**src/core/pbc_pkg.sv**
```systemverilog
// Function
// (RULE1) Edge every bit start, ones add mid edge
// (RULE2) Preamble begins by driving line low
// (RULE3) Receiver syncs despite lost first edge
// (RULE4) Extra trailing edge closes final bit
// (RULE5) Drive line only while transmitting, else release
// (RULE6) Only one party transmits; others stay released
// (RULE7) Disparity stays within half a bit
// (RULE8) Orientation selects exactly one channel line
// (RULE9) Decoder classifies bits by mid-period edge timing
package pbc_pkg;
    // ****************************************
    // Timing
    // ****************************************
    localparam int CLK_MHZ       = 200;
    localparam int UI_NS         = 3333;
    localparam int HALF_UI_CYC   = UI_NS * CLK_MHZ / 2000;
    localparam int UI_CYC        = 2 * HALF_UI_CYC;
    localparam int SHORT_MAX_CYC = UI_CYC * 3 / 4;
    localparam int IDLE_CYC      = 2 * UI_CYC;
    localparam int LEAD_LOW_CYC  = HALF_UI_CYC;
    localparam int TAIL_CYC      = HALF_UI_CYC;
    localparam int CNT_W         = 12;

    // ****************************************
    // Framing
    // ****************************************
    localparam int PREAMBLE_BITS = 64;
    localparam int SYM_W         = 5;
    localparam int FIFO_DEPTH    = 32;
    localparam int BIT_W         = 7;

    typedef logic [CNT_W-1:0] pbc_cnt_t;
    typedef logic [BIT_W-1:0] pbc_bit_t;

    typedef enum logic [2:0] {
        PBC_IDLE,
        PBC_LEAD_LOW,
        PBC_PREAMBLE,
        PBC_DATA,
        PBC_TAIL
    } pbc_tx_state_e;
endpackage : pbc_pkg

```
**src/core/pbc_fifo.sv**
```systemverilog
`timescale 1ns/1ps
module pbc_fifo #(
    parameter int WIDTH = 6,
    parameter int DEPTH = 32
) (
    input  wire logic             clk,
    input  wire logic             reset,
    input  wire logic             in_valid,
    output logic                  in_ready,
    input  wire logic [WIDTH-1:0] in_data,
    output logic                  out_valid,
    input  wire logic             out_ready,
    output logic      [WIDTH-1:0] out_data
);
    import pbc_pkg::*;

    localparam int AW = $clog2(DEPTH);

    logic [WIDTH-1:0] mem_reg [DEPTH];
    logic [AW-1:0]    wr_reg;
    logic [AW-1:0]    wr_next;
    logic [AW-1:0]    rd_reg;
    logic [AW-1:0]    rd_next;
    logic [AW:0]      cnt_reg;
    logic [AW:0]      cnt_next;
    logic             push;
    logic             pop;

    assign in_ready  = (cnt_reg != (AW+1)'(DEPTH));
    assign out_valid = (cnt_reg != '0);
    assign out_data  = mem_reg[rd_reg];
    assign push      = in_valid && in_ready;
    assign pop       = out_valid && out_ready;

    always_comb begin
        wr_next  = push ? AW'((wr_reg + 1'b1) % DEPTH) : wr_reg;
        rd_next  = pop ? AW'((rd_reg + 1'b1) % DEPTH) : rd_reg;
        cnt_next = cnt_reg;
        if (push && !pop) begin
            cnt_next = cnt_reg + 1'b1;
        end else if (pop && !push) begin
            cnt_next = cnt_reg - 1'b1;
        end
    end

    always_ff @(posedge clk) begin
        if (push) begin
            mem_reg[wr_reg] <= in_data;
        end
    end

    always_ff @(posedge clk or posedge reset) begin
        if (reset) begin
            wr_reg  <= '0;
            rd_reg  <= '0;
            cnt_reg <= '0;
        end else begin
            wr_reg  <= wr_next;
            rd_reg  <= rd_next;
            cnt_reg <= cnt_next;
        end
    end
endmodule : pbc_fifo

```
**src/core/pbc_bmc_rx.sv**
```systemverilog
`timescale 1ns/1ps
module pbc_bmc_rx (
    input  wire logic clk,
    input  wire logic reset,
    input  wire logic enable,
    input  wire logic line_in,
    output logic      bit_valid,
    output logic      bit_value,
    output logic      frame_end,
    output logic      active
);
    import pbc_pkg::*;

    logic     prev_reg;
    logic     prev_next;
    logic     act_reg;
    logic     act_next;
    logic     half_reg;
    logic     half_next;
    pbc_cnt_t cnt_reg;
    pbc_cnt_t cnt_next;
    logic     bv_reg;
    logic     bv_next;
    logic     bval_reg;
    logic     bval_next;
    logic     end_reg;
    logic     end_next;
    logic     edge_seen;

    assign edge_seen = line_in ^ prev_reg;
    assign bit_valid = bv_reg;
    assign bit_value = bval_reg;
    assign frame_end = end_reg;
    assign active    = act_reg;

    always_comb begin
        prev_next = line_in;
        act_next  = act_reg;
        half_next = half_reg;
        cnt_next  = cnt_reg;
        bv_next   = 1'b0;
        bval_next = bval_reg;
        end_next  = 1'b0;
        if (!enable) begin
            act_next  = 1'b0;
            half_next = 1'b0;
            cnt_next  = '0;
        end else if (edge_seen) begin
            cnt_next = '0;
            if (!act_reg) begin
                // Any edge starts timing; a lost lead edge costs the first bit
                act_next  = 1'b1; // see (RULE3)
                half_next = 1'b0;
            end else if (cnt_reg < CNT_W'(SHORT_MAX_CYC)) begin
                // Short gap: a mid-period edge
                half_next = !half_reg; // see (RULE9)
                if (half_reg) begin
                    bv_next   = 1'b1;
                    bval_next = 1'b1; // see (RULE1)
                end
            end else begin
                // Full gap: zero; a stray half is dropped to resync
                half_next = 1'b0; // see (RULE3)
                bv_next   = 1'b1;
                bval_next = 1'b0; // see (RULE9)
            end
        end else if (act_reg) begin
            cnt_next = cnt_reg + 1'b1;
            if (cnt_reg == CNT_W'(IDLE_CYC)) begin
                act_next  = 1'b0;
                half_next = 1'b0;
                end_next  = 1'b1;
            end
        end
    end

    always_ff @(posedge clk or posedge reset) begin
        if (reset) begin
            prev_reg <= 1'b0;
            act_reg  <= 1'b0;
            half_reg <= 1'b0;
            cnt_reg  <= '0;
            bv_reg   <= 1'b0;
            bval_reg <= 1'b0;
            end_reg  <= 1'b0;
        end else begin
            prev_reg <= prev_next;
            act_reg  <= act_next;
            half_reg <= half_next;
            cnt_reg  <= cnt_next;
            bv_reg   <= bv_next;
            bval_reg <= bval_next;
            end_reg  <= end_next;
        end
    end
endmodule : pbc_bmc_rx

```
**src/core/pbc_codec.sv**
```systemverilog
`timescale 1ns/1ps
module pbc_codec #(
    parameter int DEPTH = pbc_pkg::FIFO_DEPTH
) (
    input  wire logic                    clk,
    input  wire logic                    reset,
    input  wire logic                    orient_b,
    input  wire logic                    tx_valid,
    output logic                         tx_ready,
    input  wire logic [pbc_pkg::SYM_W-1:0] tx_symbol,
    input  wire logic                    tx_last,
    output logic                         tx_busy,
    output logic                         tx_underrun,
    output logic                         rx_bit_valid,
    output logic                         rx_bit,
    output logic                         rx_frame_end,
    output logic                         rx_active,
    input  wire logic                    channel_line_a_in,
    output logic                         channel_line_a_out,
    output logic                         channel_line_a_oe,
    input  wire logic                    channel_line_b_in,
    output logic                         channel_line_b_out,
    output logic                         channel_line_b_oe
);
    import pbc_pkg::*;

    // ****************************************
    // Transmit queue
    // ****************************************
    logic             q_valid;
    logic             q_pop;
    logic [SYM_W:0]   q_data;

    pbc_fifo #(
        .WIDTH (SYM_W + 1),
        .DEPTH (DEPTH)
    ) u_fifo (
        .clk       (clk),
        .reset     (reset),
        .in_valid  (tx_valid),
        .in_ready  (tx_ready),
        .in_data   ({tx_last, tx_symbol}),
        .out_valid (q_valid),
        .out_ready (q_pop),
        .out_data  (q_data)
    );

    // ****************************************
    // Channel line selection
    // ****************************************
    logic line_rx;
    logic line_lvl_reg;
    logic line_oe_reg;

    assign line_rx            = orient_b ? channel_line_b_in : channel_line_a_in; // see (RULE8)
    assign channel_line_a_out = orient_b ? 1'b0 : line_lvl_reg;
    assign channel_line_b_out = orient_b ? line_lvl_reg : 1'b0;
    assign channel_line_a_oe  = line_oe_reg && !orient_b; // see (RULE8)
    assign channel_line_b_oe  = line_oe_reg && orient_b; // see (RULE8)

    // ****************************************
    // Receive decoder
    // ****************************************
    pbc_bmc_rx u_rx (
        .clk       (clk),
        .reset     (reset),
        .enable    (!line_oe_reg),
        .line_in   (line_rx),
        .bit_valid (rx_bit_valid),
        .bit_value (rx_bit),
        .frame_end (rx_frame_end),
        .active    (rx_active)
    );

    // ****************************************
    // Transmit encoder
    // ****************************************
    pbc_tx_state_e    st_reg;
    pbc_tx_state_e    st_next;
    pbc_cnt_t         cnt_reg;
    pbc_cnt_t         cnt_next;
    logic             phase_reg;
    logic             phase_next;
    pbc_bit_t         bit_reg;
    pbc_bit_t         bit_next;
    logic [SYM_W-1:0] sh_reg;
    logic [SYM_W-1:0] sh_next;
    logic             last_reg;
    logic             last_next;
    logic             lvl_next;
    logic             oe_next;
    logic             urun_reg;
    logic             urun_next;
    logic             half_done;
    logic             cur_bit;

    assign tx_busy     = (st_reg != PBC_IDLE);
    assign tx_underrun = urun_reg;
    assign half_done   = (cnt_reg == CNT_W'(HALF_UI_CYC - 1));
    assign cur_bit     = (st_reg == PBC_PREAMBLE) ? bit_reg[0] : sh_reg[0];
    assign q_pop       = q_valid && half_done && phase_reg
                         && (((st_reg == PBC_PREAMBLE)
                              && (bit_reg == BIT_W'(PREAMBLE_BITS - 1)))
                             || ((st_reg == PBC_DATA)
                                 && (bit_reg == BIT_W'(SYM_W - 1)) && !last_reg));

    always_comb begin
        st_next    = st_reg;
        cnt_next   = cnt_reg + 1'b1;
        phase_next = phase_reg;
        bit_next   = bit_reg;
        sh_next    = sh_reg;
        last_next  = last_reg;
        lvl_next   = line_lvl_reg;
        oe_next    = line_oe_reg;
        urun_next  = 1'b0;
        unique case (st_reg)
            PBC_IDLE: begin
                cnt_next = '0;
                oe_next  = 1'b0; // see (RULE5)
                lvl_next = 1'b0;
                // Wait for a quiet wire before taking it
                if (q_valid && !rx_active) begin // see (RULE6)
                    st_next  = PBC_LEAD_LOW;
                    oe_next  = 1'b1; // see (RULE5)
                    lvl_next = 1'b0; // see (RULE2)
                end
            end
            PBC_LEAD_LOW: begin
                if (cnt_reg == CNT_W'(LEAD_LOW_CYC - 1)) begin
                    st_next    = PBC_PREAMBLE;
                    cnt_next   = '0;
                    phase_next = 1'b0;
                    bit_next   = '0;
                    lvl_next   = !line_lvl_reg; // see (RULE1)
                end
            end
            PBC_PREAMBLE, PBC_DATA: begin
                if (half_done) begin
                    cnt_next = '0;
                    if (!phase_reg) begin
                        phase_next = 1'b1;
                        // Ones toggle mid-cell; balance holds by construction
                        if (cur_bit) begin
                            lvl_next = !line_lvl_reg; // see (RULE1) (RULE7)
                        end
                    end else begin
                        phase_next = 1'b0;
                        bit_next   = bit_reg + 1'b1;
                        sh_next    = sh_reg >> 1;
                        lvl_next   = !line_lvl_reg; // see (RULE1)
                        if (q_pop) begin
                            st_next   = PBC_DATA;
                            bit_next  = '0;
                            sh_next   = q_data[SYM_W-1:0];
                            last_next = q_data[SYM_W];
                        end else if ((st_reg == PBC_DATA)
                                     && (bit_reg == BIT_W'(SYM_W - 1))) begin
                            // Closing edge lets the far end clock the last bit
                            st_next   = PBC_TAIL; // see (RULE4)
                            urun_next = !last_reg;
                        end else if ((st_reg == PBC_PREAMBLE)
                                     && (bit_reg == BIT_W'(PREAMBLE_BITS - 1))) begin
                            st_next   = PBC_TAIL; // see (RULE4)
                            urun_next = 1'b1;
                        end
                    end
                end
            end
            PBC_TAIL: begin
                if (cnt_reg == CNT_W'(TAIL_CYC - 1)) begin
                    st_next  = PBC_IDLE;
                    cnt_next = '0;
                    oe_next  = 1'b0; // see (RULE5) (RULE6)
                    lvl_next = 1'b0;
                end
            end
        endcase
    end

    always_ff @(posedge clk or posedge reset) begin
        if (reset) begin
            st_reg       <= PBC_IDLE;
            cnt_reg      <= '0;
            phase_reg    <= 1'b0;
            bit_reg      <= '0;
            sh_reg       <= '0;
            last_reg     <= 1'b0;
            line_lvl_reg <= 1'b0;
            line_oe_reg  <= 1'b0;
            urun_reg     <= 1'b0;
        end else begin
            st_reg       <= st_next;
            cnt_reg      <= cnt_next;
            phase_reg    <= phase_next;
            bit_reg      <= bit_next;
            sh_reg       <= sh_next;
            last_reg     <= last_next;
            line_lvl_reg <= lvl_next;
            line_oe_reg  <= oe_next;
            urun_reg     <= urun_next;
        end
    end
endmodule : pbc_codec

```
**config.mk**
```make
export PLATFORM = sky130hd
export DESIGN_NAME = pbc_codec
export DESIGN_NICKNAME = d
export VERILOG_FILES = /design/src/core/pbc_pkg.sv /design/src/core/pbc_fifo.sv /design/src/core/pbc_bmc_rx.sv /design/src/core/pbc_codec.sv
export SDC_FILE = /design/constraint.sdc
export NUM_CORES = 1
export LEC_CHECK = 0
export ABC_CLOCK_PERIOD_IN_PS = 6300
export BUFFER_PORTS_ARGS = -buffer_cell sky130_fd_sc_hd__buf_2
export CAP_MARGIN = 25
export CORE_AREA = 2 2 170 172
export CTS_CLUSTER_SIZE = 28
export DETAILED_ROUTE_END_ITERATION = 16
export DIE_AREA = 0 0 172 174
export PLACE_DENSITY = 0.55
export RECOVER_POWER = 100
export SLEW_MARGIN = 10
export SYNTH_ARGS = -nofsm -noshare
export SYNTH_HDL_FRONTEND = slang
export SYNTH_SLANG_ARGS = --single-unit
```
**constraint.sdc**
```tcl
create_clock -name clk -period 6.3 [get_ports clk]
set_input_delay 1.26 -clock clk [delete_from_list [all_inputs] [get_ports clk]]
set_output_delay 1.26 -clock clk [all_outputs]
set_load 0.01 [all_outputs]
```
==> results.cfg, run 1 <==
[drt]
wl_per_cell_microns = 20.6
dr.first_iter.drc_count = 449
drc = 0
postRouteAntennaNets = 0
wl_microns = 23900
vias = 6213
viasPerCell = 5.35
drtPass1Iterations = 5

[global_route]
first_global_vias = 6471
grt_pass1_wl_microns = 37300
overflow = 0
grt_usage_pct = 16.2
grt_max_degree = 67
antenna_found_initial = 0

[clocking]
clk_latency_ns = 0.54
htreeDepth = 1
cts_made_buffers = 27
post_cts_buffers = 0
cts.sinks = 258
cts_hold_buf = 0
clk_pin_slew_ns = 0.06
cts_tree = done
cts-root-buf = clkbuf_16
ctsResizeCount = 0
cts_max_path_buffers = 3

[finish]
largest_reg_flops = 192
area_growth_pct = 11.2
final_layout_size_suffix_gt1_share_pct = 12.2
nets = 786
final_area_sq_mm = 0.0123
diodes = 0

[timing]
finalHoldViolations = 0
rsz0062_at_grt = false
relSlewSlack_pct = -91.6
worstMarginPinSlew_ns = 2.80
fin_tns_setup_ns = 0
slew_viol_final = 144
fmax_mhz = 237
fin_crit_ns = 4.22
final.setup_skew_ns = 0.00680
setup_violations = 0
period_share_pct = 67.0

[logic_synthesis]
muxShareOfSynthArea_pct = 10.8
synth_top_area_share_pct = 51.9
yosysWarnings = 0
yosysTopAreaCell = edfxtp_1
synth_area_leaders = edfxtp_1 (52%), dfrtp_1 (15%), mux4_2 (8.1%)
synth_most_common_cell = edfxtp_1
async_reset_ff_share_pct = 25.6
synthFlopType = edfxtp_1
avgSynthCellArea_sq_um = 15.1
ys_types = 63
synth_edf_count = 192
synthSimpleGateAreaFrac_pct = 9.89
synth_commonest_cells = edfxtp_1 (192), nor2_1 (74), dfrtp_1 (66)
synth_fa_ha_area_share_pct = 1.98
synth_compound_area_share_pct = 5.72
yosysSeqAreaShare_pct = 66.8
synth_top_family_by_area = multiplexers
synth_xor_area_share_pct = 2.76
synth_seq_cells = 258
syn-num-nets = 763
syn_area_sq_mm = 0.0111
synthCells = 734

[worst_hold_path]
hold_path_class = flop to flop
holdPathStages = 1
worstHoldStart = cnt_reg[0]
min_to = cnt_reg[0]

[floorplanning]
initial_core_util_pct = 39.3
die_area_sq_mm = 0.0299
core-area_sq_mm = 0.0282
rows = 62
io_pins = 23
die_width_microns = 172
die_h_microns = 174

[power]
leakage_nw = 4.11
ir_worst_vdd_v = 0.000237
powerDensity_mw_per_mm2 = 334

[worst_setup_path]
rr_startpoint = u_fifo.rd_reg[0]
reg2regPathDepth = 6
cp_slowest_cell = clkbuf_1
critPathKind = flop to flop
path_cells = clkbuf_1 > mux4_2 > mux2i_1 > or2_2 > a221o_1 > a31oi_1
cpPeakStageDelay_ns = 1.82
r2r_slack_ns = 2.08
cp-start-kind = flop
arrival_ns = 4.69
critPathBufInv = 1
critPathRequiredTime_ns = 6.77
r2r_end = sh_reg[1]
crit_fanout = 33
crit_path_end_kind = flop
crit_family = buffers and inverters

[run_status]
violations = capacitance limit, slew limit
status = finished, violations left

[run]
maxCapViolCount = 5

[placed_design]
post_dp_cell_area_sq_mm = 0.0116
place_congestion = 0.803
hpwl_microns = 15200
portBuffers = 22
## cell type report
| cell class | count | area (sq um) |
|---|---|---|
| Clock buffer | 33 | 698 |
| Inverter | 19 | 71.3 |
| Clock inverter | 16 | 134 |
| Fill cell | 2548 | 15900 |
| Sequential cell | 258 | 7420 |
| Timing Repair Buffer | 26 | 115 |
| Multi-Input combinational cell | 425 | 3430 |
| Tap cell | 384 | 480 |
## power by group
group / switching (mW) / internal [mW]
Combinational: 0.310 / 0.183
Clock: 0.643 / 0.868
Sequential: 0.144 / 1.98
## layer usage
layer | up-vias | track usage, % | share of wire (%)
li1 | 2862 | - | -
met1 | 3192 | 22.0 | 44
met2 | 127 | 27.7 | 50
met3 | 32 | 2.55 | 4.2
met4 | 0 | 3.29 | 2.0
met5 | - | 0 | 0
## how the worst max path moves through the flow
stage / slack, ns / end / start / cells past startpoint
finish: 2.08 / sh_reg[1] / u_fifo.rd_reg[0] / 6
detailed placement: 2.88 / u_fifo.cnt_reg[5] / tx_valid / 10
CTS: 3.06 / u_fifo.cnt_reg[5] / bit_reg[0] / 13
floorplan: 3.18 / u_fifo.cnt_reg[5] / tx_valid / 10
global route: 1.59 / sh_reg[2] / u_fifo.rd_reg[0] / 6
global placement: 3.01 / u_fifo.cnt_reg[5] / tx_valid / 10
## cells in the final DEF (no fill, tap or decap), types with 16 or more instances in the layout
cell       netlist  routed
a21oi_1         19      19
clkbuf_1        13      24
clkbuf_16        0      27
dfrtp_1         66      64
edfxtp_1       192     192
ha_1            16      16
inv_1           19      19
mux2i_1         26      26
mux4_2          40      40
nand2_1         30      30
nand3_1         17      17
nor2_1          74      74
o21ai_0         24      24
xnor2_1         23      23
## through the flow
| step | setup WS, ns | utilization [%] | hold WS, ns | instances | power [mW] |
|---|---|---|---|---|---|
| floorplan | 3.18 | - | 0.443 | 734 | 2.46 |
| detailed placement | 2.88 | 41.0 | 0.532 | 1112 | 2.65 |
| global route | 1.59 | 43.7 | 0.563 | 1161 | 4.31 |
| finish | 2.08 | 43.7 | 0.544 | 1161 | 4.13 |
| CTS | 3.06 | 43.9 | 0.541 | 1161 | 4.17 |
| global placement | 3.01 | 41.0 | 0.497 | 1112 | 2.62 |
## logic make-up (layout without fill, tap and decap cells)
family | count (synthesis) | in the layout
DFF | 258 | 258
and+or+nand+nor | 212 | 212
AOI/OAI and AO/OA | 92 | 92
muxes | 69 | 69
buffers and inverters | 51 | 94
xor gates and xnor gates | 35 | 35
adders and majority gates | 17 | 17
No activity file was read; power rests on OpenSTA's default activity.
==> run 2: changes to the inputs <==
--- a/config.mk
+++ b/config.mk
@@ -5,7 +5,7 @@
 export SDC_FILE = /design/constraint.sdc
 export NUM_CORES = 1
 export LEC_CHECK = 0
-export ABC_CLOCK_PERIOD_IN_PS = 6300
+export ABC_CLOCK_PERIOD_IN_PS = 3920
 export BUFFER_PORTS_ARGS = -buffer_cell sky130_fd_sc_hd__buf_2
 export CAP_MARGIN = 25
 export CORE_AREA = 2 2 170 172
==> constraint.sdc (replaced) <==
create_clock -name clk -period 3.92 [get_ports clk]
set_input_delay 0.784 -clock clk [delete_from_list [all_inputs] [get_ports clk]]
set_output_delay 0.784 -clock clk [all_outputs]
set_load 0.01 [all_outputs]
==> results.cfg, run 2 (same netlist as run 1, synthesis figures left out) <==
[global_route]
overflow = 0
grt_pass1_wl_microns = 37500
antenna_found_initial = 0
grt_max_degree = 43
grt_usage_pct = 16.3
first_global_vias = 6520

[clocking]
cts.sinks = 258
cts_tree = done
ctsResizeCount = 0
htreeDepth = 1
cts_max_path_buffers = 3
post_cts_buffers = 0
cts-root-buf = clkbuf_16
clk_pin_slew_ns = 0.06
clk_latency_ns = 0.55
cts_hold_buf = 0
cts_made_buffers = 27

[timing]
fmax_mhz = 298
worstMarginPinSlew_ns = 1.69
slew_viol_final = 132
relSlewSlack_pct = -12.6
fin_crit_ns = 3.35
finalHoldViolations = 0
final.setup_skew_ns = 0.0204
fin_tns_setup_ns = 0
rsz0062_at_grt = false
setup_violations = 0
worst_hold_slack_ns = 0.465
period_share_pct = 85.5

[worst_setup_path]
critPathKind = flop to flop
cpPeakStageDelay_ns = 1.36
critPathRequiredTime_ns = 4.30
cp_slowest_cell = dfrtp_1
crit_fanout = 32
arrival_ns = 3.73
critPathBufInv = 1
cp-start-kind = flop
path_cells = clkbuf_1 > mux4_2 > a22oi_1 > a21boi_0 > o21ai_0 > o21ai_0
path_common_cell = o21ai_0
crit_family = flip-flops
crit_path_end_kind = flop

[drt]
wl_microns = 23800
wl_per_cell_microns = 20.5
viasPerCell = 5.43
drtPass1Iterations = 5
dr.first_iter.drc_count = 575
vias = 6323
drc = 0
postRouteAntennaNets = 0

[run_status]
violations = capacitance limit, slew limit
status = finished, violations left

[placed_design]
place_congestion = 0.795
portBuffers = 22
hpwl_microns = 15300
dp.cells = 1115

[floorplanning]
rows = 62
core-area_sq_mm = 0.0282
die_width_microns = 172
io_pins = 23
die_area_sq_mm = 0.0299
die_h_microns = 174
initial_core_util_pct = 39.3

[power]
powerDensity_mw_per_mm2 = 552
ir_worst_vdd_v = 0.000286
leakage_nw = 4.18

[finish]
fin_cells = 1165
multi_input_area_sq_mm = 0.00344
final_cell_mix = edfxtp_1 (192), nor2_1 (74), dfrtp_1 (65)
final_layout_size_suffix_gt1_share_pct = 13.6
area_growth_pct = 12.6
ff_latch_area_sq_mm = 0.00742
diodes = 0
largest_reg_flops = 192
nets = 789
final_common_cell = edfxtp_1
fillCellCount = 2494

[worst_hold_path]
hold_path_class = primary input to asynchronous set/reset pin

[run]
maxCapViolCount = 4
==> run 2: cell count changes in the layout (fill, tap and decap cells not counted), moves of 2 or more <==
cell	delta
clkinv_1	-5
inv_6	+4
bufinv_16	+3
clkbuf_1	-3
clkinvlp_4	+2
==> run 2: area by class of cell <==
| class | instances | area share [%] |
|---|---|---|
| timing repair buffer | 29 | 1.18 |
| multi-input combinational | 425 | 27.5 |
| tap | 384 | 3.84 |
| sequential | 258 | 59.3 |
| clock inverter | 20 | 2.07 |
| inverter | 19 | 0.570 |
| clock buffer | 30 | 5.49 |
==> run 2: path summary, 6_finish.rpt <==
| check | startpoint | endpoint | slack (ns) | cells after the start |
|---|---|---|---|---|
| setup / recovery | u_fifo.rd_reg[1] | sh_reg[4] | 0.57 | 6 |
| hold / removal | reset | u_rx.cnt_reg[6] | 0.46 | 2 |
| setup reg to reg | u_fifo.rd_reg[1] | sh_reg[4] | 0.57 | 6 |
| hold reg to reg | last_reg | last_reg | 0.50 | 2 |
| max in group asynchronous | reset | u_fifo.rd_reg[0] | 1.77 | 3 |
| min in group clk | last_reg | last_reg | 0.50 | 2 |
==> run 2: per-stage QoR <==
step	area [sq um]	utilization (%)	worst slack, ns	power, mW
finish	12500	44.3	0.568	6.90
global route	12500	44.3	0.271	7.21
CTS	12500	44.4	0.680	6.97
detailed placement	11600	41.1	0.685	4.25
global placement	11600	41.1	0.784	4.21
floorplan	11100	-	1.04	3.96
==> run 2: layer usage <==
metal	GRT usage [%]	wire length [microns]	part of all wire, %	vias up
met5	0	0	0	-
met4	4.62	687	2.9	0
met3	3.37	1340	5.6	45
met2	26.6	11400	48	178
met1	22.1	10400	44	3227
li1	-	-	-	2873
==> run 2: power by group <==
part / switching [mW] / internal (mW) / total, mW
sequential: 0.217 / 3.18 / 3.39
combinational: 0.497 / 0.292 / 0.788
clock: 1.10 / 1.61 / 2.71
